**src/design/ddz_pkg.sv**
```systemverilog
// Package of constants and types for the droop, zero-servo lock and torque-mode logic.
package ddz_pkg;
  // ---------------------------------------------------------------------------
  // Setting ranges and defaults
  // ---------------------------------------------------------------------------
  localparam logic [9:0]  DROOP_GAIN_MAX   = 10'h3e8;  // 100.0 % in 0.1 % steps
  localparam logic [9:0]  DROOP_GAIN_RST   = 10'h000;
  localparam logic [7:0]  DROOP_DELAY_MIN  = 8'h03;    // 0.03 s in 10 ms steps
  localparam logic [7:0]  DROOP_DELAY_MAX  = 8'hc8;    // 2.00 s
  localparam logic [7:0]  DROOP_DELAY_RST  = 8'h05;    // 0.05 s
  localparam logic [6:0]  LOCK_GAIN_MAX    = 7'h64;    // 100
  localparam logic [6:0]  LOCK_GAIN_RST    = 7'h05;
  localparam logic [13:0] LOCK_WIN_RST     = 14'h000a; // 10 pulses
  localparam logic [7:0]  FN_LOCK_CMD      = 8'h72;    // input code 72
  localparam logic [7:0]  FN_LOCK_DONE     = 8'h33;    // output code 33
  localparam logic [7:0]  FN_TORQUE_REF    = 8'h13;    // analog code 13
  localparam logic [7:0]  FN_DEFAULT       = 8'h1f;
  localparam logic [1:0]  LVL_UNI          = 2'h0;
  localparam logic [1:0]  LVL_BI           = 2'h1;
  localparam logic [1:0]  LVL_CUR          = 2'h2;
  localparam logic [1:0]  LIM_SRC_ANALOG   = 2'h1;
  localparam logic [1:0]  LIM_SRC_SETTING  = 2'h2;
  localparam int          N_MFI            = 6;
  localparam int          N_MFO            = 3;
  // ---------------------------------------------------------------------------
  // Timing
  // ---------------------------------------------------------------------------
  localparam int          CLK_HZ           = 40_000_000;
  localparam int          DELAY_STEP_MS    = 10;
  localparam int          DELAY_STEP_CYC   = CLK_HZ / 1000 * DELAY_STEP_MS;
  typedef enum logic [1:0] {DDZ_IDLE = 2'b00, DDZ_WAIT = 2'b01, DDZ_LOCK = 2'b11} ddz_state_t;
endpackage

```
**src/design/ddz_core.sv**
```systemverilog
// Droop, zero-servo position lock and torque-mode control core.
`timescale 1ns/1ps
module ddz_core
  import ddz_pkg::*;
(
  // Clock and reset
  input  wire logic               sys_clk,
  input  wire logic               nrst,
  // Run and inputs from the host
  input  wire logic               run_cmd,
  input  wire logic [N_MFI-1:0]   mfi_pin,
  input  wire logic [N_MFI*8-1:0] multifunction_input_selector,
  input  wire logic [N_MFO*8-1:0] multifunction_output_selector,
  // Encoder phases
  input  wire logic               enc_a,
  input  wire logic               enc_b,
  // Settings
  input  wire logic [9:0]         droop_gain,
  input  wire logic [7:0]         droop_delay,
  input  wire logic [6:0]         lock_gain,
  input  wire logic [13:0]        lock_window_count,
  input  wire logic [15:0]        zero_speed_level,
  input  wire logic               torque_mode_select,
  input  wire logic [7:0]         aux_analog_function,
  input  wire logic [7:0]         current_input_function,
  input  wire logic [1:0]         aux_analog_level,
  input  wire logic [1:0]         current_input_level,
  input  wire logic [1:0]         speed_limit_source,
  input  wire logic signed [15:0] speed_limit_setting,
  // Analog values and feedback
  input  wire logic signed [15:0] speed_ref,
  input  wire logic signed [15:0] motor_speed,
  input  wire logic signed [15:0] motor_torque,
  input  wire logic signed [15:0] aux_analog_in,
  input  wire logic signed [15:0] current_input_in,
  input  wire logic signed [15:0] freq_ref_in,
  // Outputs
  output logic                    output_enable,
  output logic [N_MFO-1:0]        mfo_pin,
  output logic signed [31:0]      position,
  output logic signed [15:0]      speed_cmd,
  output logic signed [15:0]      torque_cmd,
  output logic                    torque_mode,
  output logic                    lock_active
);
  // ---------------------------------------------------------------------------
  // Helpers
  // ---------------------------------------------------------------------------
  function automatic logic sel_has(input logic [N_MFI*8-1:0] s, input int n,
                                   input logic [7:0] code);
    logic r;
    r = 1'b0;
    for (int i = 0; i < n; i++)
      if (s[i*8 +: 8] == code)
        r = 1'b1;
    return r;
  endfunction

  function automatic logic signed [15:0] sat16(input logic signed [31:0] v);
    if (v > 32'sd32767)
      return 16'sh7fff;
    else if (v < -32'sd32768)
      return 16'sh8000;
    else
      return v[15:0];
  endfunction

  // ---------------------------------------------------------------------------
  // Input synchronisers
  // ---------------------------------------------------------------------------
  logic [N_MFI+1:0] sync1_r;
  logic [N_MFI+1:0] sync2_r;
  logic [1:0]       ab_prev_r;
  always_ff @(posedge sys_clk)
  begin
    if (!nrst)
    begin
      sync1_r   <= '0;
      sync2_r   <= '0;
      ab_prev_r <= 2'h0;
    end
    else
    begin
      sync1_r   <= {enc_a, enc_b, mfi_pin};
      sync2_r   <= sync1_r;
      ab_prev_r <= sync2_r[N_MFI+1:N_MFI];
    end
  end
  wire logic [1:0] ab_s = sync2_r[N_MFI+1:N_MFI];

  // ---------------------------------------------------------------------------
  // Settings latched only when stopped
  // ---------------------------------------------------------------------------
  logic [6:0]  lock_gain_r;
  logic [13:0] lock_win_r;
  logic        tmode_r;
  always_ff @(posedge sys_clk)
  begin
    if (!nrst)
    begin
      lock_gain_r <= LOCK_GAIN_RST;
      lock_win_r  <= LOCK_WIN_RST;
      tmode_r     <= 1'b0;
    end
    else if (!run_cmd)
    begin
      lock_gain_r <= (lock_gain > LOCK_GAIN_MAX) ? LOCK_GAIN_MAX : lock_gain;
      lock_win_r  <= lock_window_count;
      tmode_r     <= torque_mode_select;
    end
  end

  // ---------------------------------------------------------------------------
  // Quadrature decoder
  // ---------------------------------------------------------------------------
  // Gray order 00,01,11,10 forward; each edge of either phase counts once.
  logic signed [31:0] pos_r;
  wire logic fwd = (ab_prev_r == 2'b00 && ab_s == 2'b01) || (ab_prev_r == 2'b01 && ab_s == 2'b11)
                || (ab_prev_r == 2'b11 && ab_s == 2'b10) || (ab_prev_r == 2'b10 && ab_s == 2'b00);
  wire logic rev = (ab_prev_r == 2'b01 && ab_s == 2'b00) || (ab_prev_r == 2'b11 && ab_s == 2'b01)
                || (ab_prev_r == 2'b10 && ab_s == 2'b11) || (ab_prev_r == 2'b00 && ab_s == 2'b10);
  always_ff @(posedge sys_clk)
  begin
    if (!nrst)
      pos_r <= '0;
    else if (fwd)
      pos_r <= pos_r + 32'sd1;
    else if (rev)
      pos_r <= pos_r - 32'sd1;
  end

  // ---------------------------------------------------------------------------
  // Zero-servo lock state machine
  // ---------------------------------------------------------------------------
  wire logic lock_en  = sel_has(multifunction_input_selector, N_MFI, FN_LOCK_CMD);
  logic      lock_cmd;
  always_comb
  begin
    lock_cmd = 1'b0;
    for (int i = 0; i < N_MFI; i++)
      if (multifunction_input_selector[i*8 +: 8] == FN_LOCK_CMD && sync2_r[i])
        lock_cmd = 1'b1;
  end
  wire logic signed [15:0] ref_abs = speed_ref[15] ? -speed_ref : speed_ref;
  wire logic below_zs = $unsigned(ref_abs) < zero_speed_level;

  ddz_state_t         st_r;
  logic signed [31:0] start_r;
  always_ff @(posedge sys_clk)
  begin
    if (!nrst)
    begin
      st_r    <= DDZ_IDLE;
      start_r <= '0;
    end
    else
    begin
      case (st_r)
        DDZ_IDLE:
          if (run_cmd && lock_en && lock_cmd)
            st_r <= DDZ_WAIT;
        DDZ_WAIT:
          if (!run_cmd || !lock_cmd)
            st_r <= DDZ_IDLE;
          else if (below_zs)
          begin
            st_r    <= DDZ_LOCK;
            start_r <= pos_r;
          end
        DDZ_LOCK:
          if (!run_cmd || !lock_cmd || !lock_en)
            st_r <= DDZ_IDLE;
        default:
          st_r <= DDZ_IDLE;
      endcase
    end
  end
  wire logic locked = (st_r == DDZ_LOCK) && run_cmd && lock_cmd;

  // Deviation each cycle against the latched start.
  wire logic signed [31:0] dev = pos_r - start_r;
  wire logic signed [31:0] dev_abs = dev[31] ? -dev : dev;
  wire logic in_window = dev_abs <= $signed({18'h0, lock_win_r});
  wire logic done_used = sel_has({{((N_MFI-N_MFO)*8){1'b0}}, multifunction_output_selector},
                                 N_MFO, FN_LOCK_DONE);

  // Position loop: correction opposes deviation, scaled by the frozen gain.
  wire logic signed [31:0] hold_corr = -(dev * $signed({25'h0, lock_gain_r}));

  // ---------------------------------------------------------------------------
  // Droop: low-pass of torque, slip proportional to gain
  // ---------------------------------------------------------------------------
  logic [31:0]        dly_cnt_r;
  logic signed [15:0] droop_r;
  wire logic [9:0]  dg  = (droop_gain > DROOP_GAIN_MAX) ? DROOP_GAIN_MAX : droop_gain;
  wire logic [7:0]  dd  = (droop_delay < DROOP_DELAY_MIN) ? DROOP_DELAY_MIN :
                          (droop_delay > DROOP_DELAY_MAX) ? DROOP_DELAY_MAX : droop_delay;
  // Slip target = torque * gain / 1000 at full scale torque and frequency.
  wire logic signed [31:0] droop_tgt = (motor_torque * $signed({22'h0, dg})) / 32'sd1000;
  wire logic signed [15:0] droop_err = sat16(droop_tgt - 32'(droop_r));
  always_ff @(posedge sys_clk)
  begin
    if (!nrst)
    begin
      dly_cnt_r <= '0;
      droop_r   <= '0;
    end
    else if (dg == DROOP_GAIN_RST)
    begin
      dly_cnt_r <= '0;
      droop_r   <= '0;
    end
    // Step toward target every delay interval; delay counts in sixteenths of the step.
    else if (dly_cnt_r >= 32'(DELAY_STEP_CYC) / 32'd16 * 32'(dd))
    begin
      dly_cnt_r <= '0;
      droop_r   <= droop_r + (droop_err >>> 4);
    end
    else
      dly_cnt_r <= dly_cnt_r + 32'd1;
  end

  // ---------------------------------------------------------------------------
  // Torque reference and speed limit
  // ---------------------------------------------------------------------------
  logic signed [15:0] tref;
  logic [1:0]         tlvl;
  always_comb
  begin
    tref = '0;
    tlvl = LVL_UNI;
    if (aux_analog_function == FN_TORQUE_REF)
    begin
      tref = aux_analog_in;
      tlvl = (aux_analog_level == LVL_CUR) ? LVL_UNI : aux_analog_level;
    end
    else if (current_input_function == FN_TORQUE_REF)
    begin
      tref = current_input_in;
      tlvl = current_input_level;
    end
    if (tlvl != LVL_BI && tref[15])
      tref = '0;
  end

  logic signed [15:0] spd_lim;
  always_comb
  begin
    if (speed_limit_source == LIM_SRC_ANALOG)
      spd_lim = (current_input_function == FN_DEFAULT) ?
                sat16(32'(freq_ref_in) + 32'(current_input_in)) : freq_ref_in;
    else
      spd_lim = speed_limit_setting;
  end
  wire logic signed [15:0] lim_abs = spd_lim[15] ? -spd_lim : spd_lim;
  wire logic signed [15:0] spd_abs = motor_speed[15] ? -motor_speed : motor_speed;
  wire logic signed [31:0] excess = 32'(spd_abs) - 32'(lim_abs);
  wire logic signed [31:0] supp = (excess > 0) ? (motor_speed[15] ? excess : -excess) : '0;

  // ---------------------------------------------------------------------------
  // Output registers
  // ---------------------------------------------------------------------------
  always_ff @(posedge sys_clk)
  begin
    if (!nrst)
    begin
      output_enable <= 1'b0;
      mfo_pin       <= '0;
      position      <= '0;
      speed_cmd     <= '0;
      torque_cmd    <= '0;
      torque_mode   <= 1'b0;
      lock_active   <= 1'b0;
    end
    else
    begin
      output_enable <= run_cmd;
      position      <= pos_r;
      torque_mode   <= tmode_r;
      lock_active   <= locked;
      for (int i = 0; i < N_MFO; i++)
        mfo_pin[i] <= (multifunction_output_selector[i*8 +: 8] == FN_LOCK_DONE)
                      && done_used && locked && in_window;
      if (!run_cmd)
        speed_cmd <= '0;
      else if (locked)
        speed_cmd <= sat16(hold_corr);
      else
        speed_cmd <= sat16(32'(speed_ref) - 32'(droop_r));
      if (!run_cmd || !tmode_r)
        torque_cmd <= '0;
      else
        torque_cmd <= sat16(32'(tref) + supp);
    end
  end

  // ---------------------------------------------------------------------------
  // Checks
  // ---------------------------------------------------------------------------
  run_off_a: assert property (@(posedge sys_clk) disable iff (!nrst)
    !run_cmd |=> !output_enable && speed_cmd == 16'sh0) else $error("output not cut");
  done_drop_a: assert property (@(posedge sys_clk) disable iff (!nrst)
    !lock_cmd |=> mfo_pin == '0) else $error("lock done stayed");
  done_win_a: assert property (@(posedge sys_clk) disable iff (!nrst)
    (locked && !in_window) |=> mfo_pin == '0) else $error("done outside window");
  done_code_a: assert property (@(posedge sys_clk) disable iff (!nrst)
    !done_used |=> mfo_pin == '0) else $error("done without code");
  lock_code_a: assert property (@(posedge sys_clk) disable iff (!nrst)
    !lock_en |-> ##1 st_r != DDZ_LOCK || $past(st_r) == DDZ_LOCK)
    else $error("lock without code");
  start_latch_a: assert property (@(posedge sys_clk) disable iff (!nrst)
    (st_r == DDZ_WAIT && $past(st_r) != DDZ_WAIT) ##0 (st_r == DDZ_WAIT) ##1 st_r == DDZ_LOCK
    |-> start_r == $past(pos_r)) else $error("start not latched");
  gain_frozen_a: assert property (@(posedge sys_clk) disable iff (!nrst)
    run_cmd && $past(run_cmd) |-> $stable(lock_gain_r) && $stable(lock_win_r) && $stable(tmode_r))
    else $error("setting changed running");
  quad_fwd_a: assert property (@(posedge sys_clk) disable iff (!nrst)
    fwd |=> pos_r == $past(pos_r) + 32'sd1) else $error("count missed");
  fwd_only_a: assert property (@(posedge sys_clk) disable iff (!nrst)
    (run_cmd && tmode_r && tlvl != LVL_BI && supp == 32'sd0) |=> !torque_cmd[15])
    else $error("reverse torque on unipolar");
endmodule

```
**config.mk**
```make
export PLATFORM = sky130hd
export DESIGN_NAME = ddz_core
export DESIGN_NICKNAME = d
export VERILOG_FILES = /design/src/design/ddz_pkg.sv /design/src/design/ddz_core.sv
export SDC_FILE = /design/constraint.sdc
export NUM_CORES = 2
export LEC_CHECK = 0
export BUFFER_PORTS_ARGS = -buffer_cell sky130_fd_sc_hd__buf_2
export CAP_MARGIN = 20
export CORE_MARGIN = 2
export CORE_UTILIZATION = 35
export DETAILED_ROUTE_END_ITERATION = 8
export PLACE_DENSITY_LB_ADDON = 0.15
export SYNTH_ARGS = -nofsm -noshare
export SYNTH_HDL_FRONTEND = slang
export SYNTH_SLANG_ARGS = --single-unit
```
**constraint.sdc**
```tcl
create_clock -name sys_clk -period 46.3 [get_ports sys_clk]
set_clock_uncertainty 0.1 [all_clocks]
set_input_delay 9.26 -clock sys_clk [delete_from_list [all_inputs] [get_ports sys_clk]]
set_output_delay 9.26 -clock sys_clk [all_outputs]
set_load 0.05 [all_outputs]
```
* After elaboration in Yosys (flattened, before gate mapping)
Index checks and enable logic that the tools add are counted.
** Word-level totals
- Memory bits (read-only) :: 0
- Bits of input ports :: 273
- Memories kept :: 0
- Output and inout bits :: 70
- Logic and storage cells :: 189
- Bits in registers :: 224
- Latch bits :: 0
- Memory bits (writable) :: 0
** Operators by class
- Div/mod/pow operators :: 1
- Multiplexer cells :: 51
- Magnitude comparators :: 18
- Multipliers :: 3
- Shift-type cells :: 0
- Bitwise operators :: 2
- Equal/unequal tests :: 26
- Reduce and logical (&&, ||, !) cells :: 53
- Add/sub/neg operators :: 16
** Operators with widths (count)
- 2-to-1 mux 16 bit :: 18
- 2-to-1 mux 32 bit :: 5
- > comparator 32 x 16 -> 1 bit, second input constant :: 3
- < comparator 32 x 16 -> 1 bit, second input constant :: 3
- negator 32 bit :: 3
- equality test 8 x 7 -> 1 bit, second input constant :: 6
- negator 16 bit :: 3
- > comparator 17 x 16 -> 1 bit, second input constant :: 2
- < comparator 17 x 16 -> 1 bit, second input constant :: 2
- subtractor 16 x 16 -> 17 bit :: 2
- adder 16 x 32 -> 32 bit :: 1
- adder 32 x 1 -> 32 bit, second input constant :: 1
- adder 32 x 2 -> 32 bit, second input constant :: 1
- divider 32 x 11 -> 32 bit, second input constant :: 1
- >= comparator 32 x 23 -> 1 bit :: 1
- less-or-equal comparator 32 x 15 -> 1 bit :: 1
- multiplier 32 x 8 -> 32 bit :: 1
- subtractor 32 x 16 -> 32 bit :: 1
- subtractor 32 x 2 -> 32 bit, second input constant :: 1
- subtractor 32 bit :: 1
- logical AND 1 bit :: 28
- multiplier 16 x 11 -> 27 bit :: 1
- equality test 8 x 5 -> 1 bit, second input constant :: 3
- equality test 8 x 6 -> 1 bit, second input constant :: 3
- 31 further kinds :: 78

* Depth between registers and ports, before layout
- Depth in word-level cells :: 16
- Mapped depth :: 131
- Gate-level depth less buffers :: 117

* Worst setup path before layout
No wires, ideal clock.
- Path kind :: input to register
- From :: input droop_gain[6]
- To :: register droop_r[15]
- Data required time :: 46.081 ns
- Path slack :: 10.584 ns
- Path buffers :: 6
- Arrival :: 35.497 ns
- Library setup time :: 0.119 ns
- Cell stages on the path :: 119
- Path through :: buf_2 nand3_1 or3_1 and2_0 clkbuf_1 nand2_1 fa_1 fa_1 fa_1 inv_1 fa_1 inv_1 fa_1 inv_1 ha_1 a21oi_2 o211ai_1 a21o_1 [... 83 more ...] a21oi_1 ha_1 a21o_1 a21o_1 a21o_1 a21oi_1 o21ai_0 a21oi_1 o21bai_1 a21oi_1 o21bai_1 a21oi_1 o21bai_1 a21o_1 a21oi_1 nor2_1 mux2_1 mux2i_1
** Between the ends
- Word-level cells in the longest chain between the ends :: 9
- Elaborated cells on any way between the ends :: 12
- Those cells by class :: 2 x add/sub; 1 x mul; 1 x div; 3 x order compare; 3 x mux; 2 x reduce/logical
** Ends and longest elaborated chain
- start, declared :: RTL line ddz_core.sv:18 : input wire logic [9:0] droop_gain,
- > comparator 10 bit :: RTL line ddz_core.sv:195 : wire logic [9:0] dg = (droop_gain > DROOP_GAIN_MAX) ? DROOP_GAIN_MAX : droop_gain;
- 2-to-1 mux 10 bit * :: RTL line ddz_core.sv:195
- multiplier 16 x 11 -> 27 bit :: RTL line ddz_core.sv:199 : wire logic signed [31:0] droop_tgt = (motor_torque * $signed({22'h0, dg})) / 32'sd1000;
- divider 32 x 11 -> 32 bit :: RTL line ddz_core.sv:199
- subtractor 32 x 16 -> 32 bit :: RTL line ddz_core.sv:200 : wire logic signed [15:0] droop_err = sat16(droop_tgt - 32'(droop_r));
- < comparator 32 x 16 -> 1 bit :: RTL line ddz_core.sv:62 : else if (v < -32'sd32768)
- 2-to-1 mux 16 bit :: RTL line ddz_core.sv:62
- 2-to-1 mux 16 bit :: RTL line ddz_core.sv:60 : if (v > 32'sd32767)
- adder 16 x 12 -> 16 bit :: RTL line ddz_core.sv:217 : droop_r <= droop_r + (droop_err >>> 4);
- end signal, assigned :: RTL line ddz_core.sv:217
- end, declared :: RTL line ddz_core.sv:194 : logic signed [15:0] droop_r;
Mark *: on every way between the ends. The rest lies on a longest branch, timed or not.
A chain may end at the register's enable or synchronous reset.

* Worst setup path in the final report
- From :: input droop_gain[5]
- To :: register droop_r[15]
The elaborated chain is that of the path after synthesis.

==> reports/results.tsv <==
metric	value	unit
first-pass GRT wire length	181000	µm
final-layout fill cell count	11600	
CTS resizes	0	
clock tree sinks	224	
worst-path fanout max	33	
Max Slew Vio Count	0	
compound-cell area share of the yosys netlist	20.9	%
main area contributors after synthesis	fa_1 15%, ha_1 14%, dfxtp_1 12%, xnor2_1 5.4%, inv_1 4.9%	
status	complete, no violations	
unrepaired setup endpoints after global routing	false	
drt wl/cell	16.9	µm
worst r2r src	pos_r[0]	
worst-skew pair later-pin latency	0.64	ns
commonest cells after routing, fill and taps aside	504 x inv_1, 450 x ha_1, 373 x nand2_1	
Initial DRT Pass Iterations	8	
largest net degree at the start of global routing	81	
Core Region	111000	µm²
largest family of logic cells by synthesized area	adder cells	
Vias	34400	
Die Wd	338	µm
placement row count	122	
asr flop ratio synth	0	%
DRT iter0 DRCs	1566	
vias per inst	5.18	
FMAX	25.5	MHz
total grt overflow	0	
fin crit share	84.8	%
vias in the first global route	34000	
multi-input logic area	32000	µm²
Worst Hold Class	reg2reg	
all-layer global routing usage	19.5	%
nets	6151	
syn_area_per_cell	7.99	µm²
worst hold start	sync1_r[6]	
area growth from synthesis to layout	11.3	%
postcts setup bufs	0	
Post-synth EDFFs	0	
initial antenna violation count	12	
CP peak stage delay	0.72	ns
share of cells above drive strength 1	11.0	%
Mapped Area	39000	µm²
Post-DP HPWL	92200	µm
CP max stage cell	fa_1	
Yosys top cell by area	fa_1	
Post-Synth Simple-Gate Area	20.3	%
number of synthesized register bits	224	
reg2reg path depth	52	
die height	338	µm
most common cell after layout, fill and taps aside	inv_1	
Synth top area share	15.2	%
Post-Synth XOR/XNOR Area	8.96	%
post-synthesis adder-cell area fraction	29.8	%
root buf cell	clkbuf_16	
gpl congestion	0.879	
Crit Path Category	in2reg	
Hold Path Sink	sync2_r[6]	
CTS tree	built	
Crit Reg-Reg Endpoint	speed_cmd[15]	
top_reg_cell synth	dfxtp_1	
Worst setup EP type	flop	
Setup crit start kind	primary input	
Initial Utilization	35.3	%
Synthesis Warnings	0	
Residual DRC	0	
# port buffers	342	
final wirelength	112000	µm
clock buffer depth	3	
MaxCap Viol Count	0	
Num CTS Buffers	31	
number of hold buffers added after cts	0	
CTS clk-pin slew, worst paths	0.07	ns
Die ar.	114000	µm²
Setup TNS	0	ns
Worst Hold Path Cells	1	
final setup fails	0	
post-synthesis mux area share	1.90	%
register area share after synthesis	11.5	%
worst slew pin tran	1.06	ns
count of different cell masters after synthesis	128	
Most common cell on crit path	a21o_1	
Syn Inst Count	4878	
Worst slew margin	29.3	%
H-Tree Depth	1	
# IOs	343	
CP required	46.74	ns
Post-DRT Antenna Nets	0	
CP arrival	39.69	ns
endpoints failing hold	0	
register area	4480	µm²
Tmin final	39.25	ns
flop-to-flop setup slack	34.00	ns
[kinds of logic (layout without fill, tap and decap cells)]
logic type / Yosys count / in the layout
fa+ha+maj: 752 / 752
simple gates: 1547 / 1547
xor+xnor: 395 / 395
buf+inv: 685 / 953
compound gates: 1204 / 1204
flops: 224 / 224
mux: 70 / 70
other cells: 1 / 11
[sequential cells by signal, summed over array words and instances, names as in the netlist, 8 cells and up]
| register | cells |
|---|---|
| speed_cmd | 16 |
| start_r | 32 |
| position | 32 |
| sync2_r | 8 |
| pos_r | 32 |
| sync1_r | 8 |
| lock_win_r | 14 |
| dly_cnt_r | 32 |
| torque_cmd | 16 |
| droop_r | 16 |
[layout make-up]
type,instances,share of cell area (%)
tap,1488,4.29
clock buffer,41,1.97
antenna,3,0.0173
timing repair buffer,392,4.89
sequential,224,10.3
clock inverter,13,0.401
multi-input combinational,3976,73.7
inverter,507,4.39
[how the worst max path moves through the flow]
stage                  start     endpoint
5_1_grt        droop_gain[6]  droop_r[15]
3_3_place_gp   droop_gain[6]  droop_r[15]
3_5_place_dp   droop_gain[7]  droop_r[15]
2_1_floorplan  droop_gain[6]  droop_r[15]
4_1_cts        droop_gain[6]  droop_r[15]
6_report       droop_gain[5]  droop_r[15]
[critical path: cells and delay by family]
family / cells / cell delay (ns)
adder cells (fa/ha/maj): 9 / 3.97
XOR/XNOR: 6 / 2.12
buffers and inverters: 6 / 0.95
AO/OA/AOI/OAI: 66 / 14.92
multiplexers: 6 / 2.00
AND/OR/NAND/NOR: 23 / 6.42
[Yosys cell counts (20+ instances only)]
master	n
a21boi_0	23
a21o_1	203
a21oi_1	334
a22oi_1	24
a31oi_1	31
and2_1	249
and3_1	62
clkbuf_1	155
dfxtp_1	224
fa_1	296
ha_1	450
inv_1	504
mux2i_1	55
nand2_1	373
nand2b_1	58
nand3_1	79
nand4_1	37
nor2_1	344
nor2b_1	58
nor3_1	93
o211ai_1	29
o21a_1	50
o21ai_0	187
o21ai_1	20
o21bai_1	64
o31ai_1	33
or2_2	26
or3_1	36
or4_1	24
xnor2_1	240
xor2_1	152
[through the flow]
step	std cells	instance area, µm²	setup slack (ns)	utilization (%)	hold WS [ns]
floorplan	4885	39000	10.58	-	0.312
global placement	6583	42300	7.10	38.3	0.317
detailed placement	6583	42300	6.60	38.3	0.319
CTS	6637	43300	7.21	39.2	0.331
global route	6643	43400	4.54	39.3	0.336
finish	6644	43400	7.05	39.3	0.329
[routing by layer]
metal  up-vias  track usage [%]  part of all wire [%]
met5         -                0                 0.020
met4         4             5.39                   2.7
met3       145             2.19                   4.6
met2       712             33.5                    47
met1     16200             25.9                    46
li1      17300                -                     -
Power is left out: the tool's default activity adds up to more than one toggle a clock period on the data nets, which glitch-free logic cannot reach.
